## src/rtl/mped_consts.svh

```systemverilog
`ifndef MPED_CONSTS_SVH
`define MPED_CONSTS_SVH

// Default base clock period in microseconds and simulation sample time
`define MPED_BASE_PERIOD_US   20
`define MPED_BASE_SAMPLE_TIME 1
// Default phase pattern width and value: one bit, always enabled
`define MPED_PHASE_LEN        1
`define MPED_PHASE_PATTERN    1
// Default delay depth in sample slots
`define MPED_DELAY_DEPTH      1
// Default derived-clock ratio: multiply and divide
`define MPED_DERIV_MUL        1
`define MPED_DERIV_DIV        1
// Reset value of the delay line
`define MPED_DATA_RESET       0

`endif

```

## src/rtl/mped_pkg.sv

```systemverilog
package mped_pkg;
  typedef enum logic {
    MPED_ST_RESET,
    MPED_ST_RUN
  } mped_state_e;
endpackage

```

## src/rtl/mped_top.sv

```systemverilog
`include "mped_consts.svh"

module mped_top
  import mped_pkg::*;
#(
  parameter int                   WIDTH       = 16,
  parameter int                   DEPTH       = `MPED_DELAY_DEPTH,
  parameter int                   PHASE_LEN   = `MPED_PHASE_LEN,
  parameter logic [PHASE_LEN-1:0] PATTERN     = PHASE_LEN'(`MPED_PHASE_PATTERN),
  parameter bit                   EXT_CTRL    = 1'b0,
  parameter int                   BASE_PER_NS = `MPED_BASE_PERIOD_US * 1000,
  parameter int                   DERIV_MUL   = `MPED_DERIV_MUL,
  parameter int                   DERIV_DIV   = `MPED_DERIV_DIV,
  parameter int                   CLK_PER_NS  = 50
) (
  // Clock and reset
  input  wire logic             clock_i,
  input  wire logic             nrst_i,
  // Optional external enable and synchronous clear
  input  wire logic             ext_ena_i,
  input  wire logic             ext_sclr_i,
  // Datapath
  input  wire logic [WIDTH-1:0] data_i,
  output logic      [WIDTH-1:0] delay_o,
  output logic      [WIDTH-1:0] comb_o,
  output logic      [WIDTH-1:0] accum_o,
  // Status
  output logic                  phase_en_o,
  output logic                  slow_tick_o,
  output logic                  running_o
);

  // Derived period in nanoseconds, integer ratio only
  localparam int DERIV_PER_NS = (BASE_PER_NS * DERIV_MUL) / DERIV_DIV;

  initial begin
    if (DERIV_MUL < 1 || DERIV_DIV < 1) begin
      $error("Derived clock ratio terms must be positive");
    end
    if ((BASE_PER_NS * DERIV_MUL) % DERIV_DIV != 0) begin
      $error("Derived period must be a whole multiple of the base step");
    end
    if (PHASE_LEN < 1 || DEPTH < 1 || CLK_PER_NS < 1) begin
      $error("PHASE_LEN, DEPTH and CLK_PER_NS must be positive");
    end
    if (`MPED_BASE_SAMPLE_TIME != 1) begin
      $error("Default base sample time must be one");
    end
  end

  // Reset release through two flops; one reset per domain, shared by all
  // registers since this block has a single domain
  logic rst_meta_ff;
  logic rst_sync_ff;

  always_ff @(posedge clock_i or negedge nrst_i) begin
    if (!nrst_i) begin
      rst_meta_ff <= 1'b0;
      rst_sync_ff <= 1'b0;
    end else begin
      rst_meta_ff <= 1'b1;
      rst_sync_ff <= rst_meta_ff;
    end
  end

  // Run state after reset release
  mped_state_e state_ff;

  always_ff @(posedge clock_i or negedge rst_sync_ff) begin
    if (!rst_sync_ff) begin
      state_ff <= MPED_ST_RESET;
    end else begin
      unique case (state_ff)
        MPED_ST_RESET: state_ff <= MPED_ST_RUN;
        MPED_ST_RUN:   state_ff <= MPED_ST_RUN;
      endcase
    end
  end

  assign running_o = (state_ff == MPED_ST_RUN);

  // Phase selection
  logic phase_en;
  logic phase_wrap;

  mped_phase_gen #(
    .PHASE_LEN (PHASE_LEN),
    .PATTERN   (PATTERN)
  ) u_phase (
    .clock_i      (clock_i),
    .rst_n_i      (rst_sync_ff),
    .phase_en_o   (phase_en),
    .phase_wrap_o (phase_wrap)
  );

  assign phase_en_o = phase_en;

  // Enable and clear: wired internally unless exposed.
  // External enable is ANDed with the phase so it cannot add extra captures.
  logic dly_ena;
  logic dly_sclr;

  assign dly_ena  = EXT_CTRL ? (phase_en & ext_ena_i) : phase_en;
  assign dly_sclr = EXT_CTRL ? ext_sclr_i : 1'b0;

  // Delay register, enabled by the phase pattern
  mped_delay_line #(
    .WIDTH (WIDTH),
    .DEPTH (DEPTH)
  ) u_delay (
    .clock_i (clock_i),
    .rst_n_i (rst_sync_ff),
    .ena_i   (dly_ena),
    .sclr_i  (dly_sclr),
    .data_i  (data_i),
    .data_o  (delay_o)
  );

  // Combinational path: same slot, no clock
  always_comb begin
    comb_o = data_i ^ delay_o;
  end

  // Feedback accumulator; loop closed through a register so it resolves
  logic [WIDTH-1:0] accum_ff;
  logic [WIDTH-1:0] nxt_accum;

  always_comb begin
    nxt_accum = accum_ff + delay_o;
  end

  always_ff @(posedge clock_i or negedge rst_sync_ff) begin
    if (!rst_sync_ff) begin
      accum_ff <= '0;
    end else if (dly_sclr) begin
      accum_ff <= '0;
    end else if (dly_ena) begin
      accum_ff <= nxt_accum;
    end
  end

  assign accum_o = accum_ff;

  // Slow-rate tick: one pulse per pattern period
  logic slow_tick_ff;

  always_ff @(posedge clock_i or negedge rst_sync_ff) begin
    if (!rst_sync_ff) begin
      slow_tick_ff <= 1'b0;
    end else begin
      slow_tick_ff <= phase_wrap;
    end
  end

  assign slow_tick_o = slow_tick_ff;

endmodule

```

## src/rtl/mped_phase_gen.sv

```systemverilog
`include "mped_consts.svh"

module mped_phase_gen
  import mped_pkg::*;
#(
  parameter int                  PHASE_LEN = `MPED_PHASE_LEN,
  parameter logic [PHASE_LEN-1:0] PATTERN  = PHASE_LEN'(`MPED_PHASE_PATTERN)
) (
  // Clock and reset
  input  wire logic clock_i,
  input  wire logic rst_n_i,
  // Phase enable
  output logic      phase_en_o,
  output logic      phase_wrap_o
);

  localparam int IDXW = (PHASE_LEN > 1) ? $clog2(PHASE_LEN) : 1;

  initial begin
    if (PHASE_LEN < 1) begin
      $error("PHASE_LEN must be at least 1");
    end
  end

  logic [IDXW-1:0] idx_ff;
  logic [IDXW-1:0] nxt_idx;
  logic            last;

  assign last = (idx_ff == IDXW'(PHASE_LEN - 1));

  // Pattern index advances one bit per fast cycle, wrapping after the last
  always_comb begin
    nxt_idx = last ? '0 : idx_ff + IDXW'(1);
  end

  always_ff @(posedge clock_i or negedge rst_n_i) begin
    if (!rst_n_i) begin
      idx_ff <= '0;
    end else begin
      idx_ff <= nxt_idx;
    end
  end

  // First printed digit is the first phase, stored in the top bit
  assign phase_en_o   = PATTERN[IDXW'(PHASE_LEN - 1) - idx_ff];
  assign phase_wrap_o = last;

endmodule

```

## src/rtl/mped_delay_line.sv

```systemverilog
`include "mped_consts.svh"

module mped_delay_line
  import mped_pkg::*;
#(
  parameter int WIDTH = 16,
  parameter int DEPTH = `MPED_DELAY_DEPTH
) (
  // Clock, reset and enable
  input  wire logic             clock_i,
  input  wire logic             rst_n_i,
  input  wire logic             ena_i,
  input  wire logic             sclr_i,
  // Data
  input  wire logic [WIDTH-1:0] data_i,
  output logic      [WIDTH-1:0] data_o
);

  initial begin
    if (DEPTH < 1 || WIDTH < 1) begin
      $error("DEPTH and WIDTH must be at least 1");
    end
  end

  logic [WIDTH-1:0] stage_ff [DEPTH];

  // Shift chain; zero on reset so a decimating line starts clean
  always_ff @(posedge clock_i or negedge rst_n_i) begin
    if (!rst_n_i) begin
      for (int i = 0; i < DEPTH; i++) begin
        stage_ff[i] <= WIDTH'(`MPED_DATA_RESET);
      end
    end else if (sclr_i) begin
      for (int i = 0; i < DEPTH; i++) begin
        stage_ff[i] <= WIDTH'(`MPED_DATA_RESET);
      end
    end else if (ena_i) begin
      stage_ff[0] <= data_i;
      for (int i = 1; i < DEPTH; i++) begin
        stage_ff[i] <= stage_ff[i-1];
      end
    end
  end

  assign data_o = stage_ff[DEPTH-1];

endmodule

```

## config.mk

```make
export PLATFORM = sky130hd
export DESIGN_NAME = mped_top
export DESIGN_NICKNAME = d
export VERILOG_FILES = /design/src/rtl/mped_pkg.sv /design/src/rtl/mped_top.sv /design/src/rtl/mped_phase_gen.sv /design/src/rtl/mped_delay_line.sv
export VERILOG_INCLUDE_DIRS = /design/src /design/src/rtl
export SDC_FILE = /design/constraint.sdc
export NUM_CORES = 1
export LEC_CHECK = 0
export ABC_AREA = 1
export BUFFER_PORTS_ARGS = -buffer_cell sky130_fd_sc_hd__buf_4
export CORE_ASPECT_RATIO = 0.8
export CORE_MARGIN = 2
export CORE_UTILIZATION = 30
export DETAILED_ROUTE_END_ITERATION = 6
export HOLD_SLACK_MARGIN = 0.15
export PLACE_DENSITY = 0.63
export RECOVER_POWER = 100
export SYNTH_ARGS = -nofsm -noshare
export SYNTH_HDL_FRONTEND = slang
export SYNTH_SLANG_ARGS = --single-unit
```

## constraint.sdc

```tcl
create_clock -name clock_i -period 3 [get_ports clock_i]
set_clock_uncertainty 0.05 [all_clocks]
set_input_delay 0.75 -clock clock_i [delete_from_list [all_inputs] [get_ports clock_i]]
set_output_delay 0.75 -clock clock_i [all_outputs]
set_load 0.02 [all_outputs]
```

======== Yosys cells after proc, flatten, opt, wreduce, memory -nomap -nowiden ========
Cells that the tools add are included.
W data, S select, Z words.
storage, ports and cells
  register bits ........................... 37
  input bits .............................. 20
  output and inout port bits .............. 51
  logic and storage cells ................. 15
operators by class
  add/sub/neg operators ................... 3
  $lt $le $gt $ge ......................... 1
  multiplexer cells ....................... 2
  bitwise operators ....................... 2
operator list
  kind                   count
  $add A16 B16 Y16       1
  $xor A16 B16 Y16       1
  $mux W1                2
  $add A1 B1 Y1 const B  1
  $lt A1 B1 Y1 const B   1
  $not A1 Y1             1
  $sub A1 B1 Y1 const A  1

======== Longest topological paths before layout ========
  word-level depth ........................ 3
  depth in mapped cells ................... 10
  gate-level depth less buffers ........... 10

======== Cells and area by module ========
Synthesis repeated with hierarchy kept, for this count alone.
second synthesis, totals
  cell total of the unflattened synthesis .. 332
  area, all modules ....................... 2399.8 µm²
modules (own cells, without submodules)
  module           instances  cells each  area each (µm²)
  mped_top         1          259         1732.9
  mped_delay_line  1          70          648.1
  mped_phase_gen   1          3           18.8

======== Worst setup path before layout ========
No wires, ideal clock.
  path kind ............................... input to output
  start ................................... in data_i[0]
  end ..................................... out comb_o[0]
  data arrival time ....................... 1.104 ns
  path slack .............................. 1.096 ns
  cell stages on the path ................. 1
  cell sequence ........................... xor2_1
between the ends
  word-level cells in the longest chain between the ends .. 1
RTL lines
  what              line             source
  from (decl)       mped_top.sv:23   input wire logic [WIDTH-1:0] data_i,
  $xor A16 B16 Y16  mped_top.sv:121  comb_o = data_i ^ delay_o;
  to (decl)         mped_top.sv:25   output logic [WIDTH-1:0] comb_o,
No other way between the ends.

======== Worst setup path after layout ========
  start ................................... in data_i[6]
  end ..................................... out comb_o[6]
Same word-level chain as after synthesis.

==> metrics.cfg <==
[placed_design]
portBuffers=67
pre_cts_ws_ps=1020
gp_congestion=0.857
place_inst=382
dpl-instance-area_um2=2570
dp_hpwl_um=3420

[drt]
drt-initial-drc-count=61
num_vias=1660
drc=0
wl_per_cell_um=10.7
drtPass1Iterations=4
vias_per_cell=4.26
drt-total-wl_um=4190
ant_nets=0

[run_status]
status=finished, violations left
violations=max-capacitance violations, max-slew violations

[sta]
fin_hold_ws_ps=186
slew_violations=34
layout_setup_ws_ps=947
worst_slew_pin_slew_ps=1810
fin_tns_setup_ps=0
max_freq_mhz=487
max_slew_margin=-0.208
hold_viol_final=0
setup_viol_count_final=0
min_period_ps=2050
rsz0062_at_grt=no
final.period_utilization=0.684

[global_routing]
grt.overflow.total=0
grt_max_degree=34
grt_use_total=0.126
antenna_found_initial=0
grt_pass1_wl_um=7160
grt_pass1_vias=1593

[critical_path]
cp.arrival_ps=1250
worstPathMaxFanout=2
crit_top_cell=clkbuf_1
critPathCaptureType=output port
required_ps=2200
crit_chain=clkbuf_1, xor2_1, clkbuf_1
path_class=in2out
startpoint_type=input port
cpPeakStageDelay_ps=250
cpMaxStageDelayCell=clkbuf_1

[cells_and_area]
diodes=0
n_fill_cell=714
regArea_um2=876
area_growth_syn_to_layout_pct=22.7
design_area_um2=2410
drive_gt1_frac=0.0621
fin_util=0.378
stdcell_count=390
multi_input_area_um2=937
fin_nets=341

[floorplan]
rows=26
coreArea_um2=6380
die-area_um2=7220
die_w_um=94.5
start_util=0.308
design.portCount=71
die_y_um=76.4

[synth]
synth_top_area_frac=0.446
synth_flop_cell=dfrtp_1
synth_most_common_cell=nand2_1
ys_seq_area_frac=0.446
yosysWarnings=0
synth_commonest_cells=nand2_1 (73), dfrtp_1 (35), inv_1 (34)
async_flop_share=1.00
synth_edf_count=0
synth_area_leaders=dfrtp_1 (45%), nand2_1 (14%), xor2_1 (9.8%)
yosys.area.top_type=dfrtp_1
netlist_instances=230
ys_ff_latch=35
syn_area_um2=1970
post_synth.cell_area_avg_um2=8.55
yosysUniqueCellTypes=20

[clock_network]
clk_pin_slew_ps=70
hold_buffers=0
cts_buffers=5
clock-sinks=35
cts_buffer_depth=2
htree_levels=2
clk_latency_ps=290
tritoncts=done
post_cts_resize_count=0
clock-root-buffer=clkbuf_8
postCtsSetupRepairBufs=0

[power_and_ir_drop]
p_total_mw=2.37
powerDensity_nw_per_um2=981
leakage_nw=1.25
irDropWorstVdd_mv=0.345

[hold_path]
hp-class=in2async

[run]
max_cap_viol_count=1

critical path: cells and delay by family:
kind	cells	cell delay (ps)
XOR/XNOR	1	140
buffers and inverters	2	360
final timing paths:
check | from | slack [ps] | to | cells after the start
min in group clock_i | rst_meta_ff | 310 | rst_sync_ff | 0
worst max-delay path | data_i[6] | 950 | comb_o[6] | 3
worst min-delay path | nrst_i | 190 | rst_meta_ff | 1
worst max register to register | rst_sync_ff | 1080 | u_delay.data_o[12] | 1
worst min register to register | rst_meta_ff | 310 | rst_sync_ff | 0
max in group asynchronous | rst_sync_ff | 1080 | u_delay.data_o[12] | 1
layout make-up:
type                       count  share of cell area
tap                           84              0.0436
inverter                      36              0.0560
timing repair buffer          68               0.107
multi-input combinational    159               0.388
sequential                    35               0.363
clock buffer                   8              0.0415
routing by layer:
metal	vias to the layer above	global-route usage	wire length, µm
met5	-	0	0
met4	0	0.0435	55
met3	5	0.0445	335
met2	51	0.191	1760
met1	758	0.166	2040
li1	846	-	-
flip-flops by register name, indices dropped and copies added, names as in the netlist:
name            count
accum_o            16
rst_meta_ff         1
rst_sync_ff         1
slow_tick_o         1
u_delay.data_o     16
cells in the final DEF (no fill, tap or decap), drive strengths merged:
cell,n
a21oi,7
and2,1
clkbuf,76
conb,3
dfrtp,35
fa,1
ha,15
inv,36
nand2,81
nand3,9
nand3b,2
nand4,1
nor2,10
nor3,3
or2,2
xnor2,2
xor2,22
power by group:
part           leakage (nW)  internal (mW)  switching [mW]
combinational         0.790          0.431           0.873
clock                0.0515          0.210           0.167
sequential            0.410          0.608          0.0781
logic make-up (layout without fill, tap and decap cells):
group           after synthesis  after routing  synth area share
flops                        35             35             0.446
xor+xnor                     24             24             0.107
simple gates                109            109             0.244
compound gates                7              7            0.0197
other cells                   1              3           0.00191
buf+inv                      38            112            0.0764
fa+ha+maj                    16             16             0.106
Note: power is estimated with default switching activity, not from simulation.
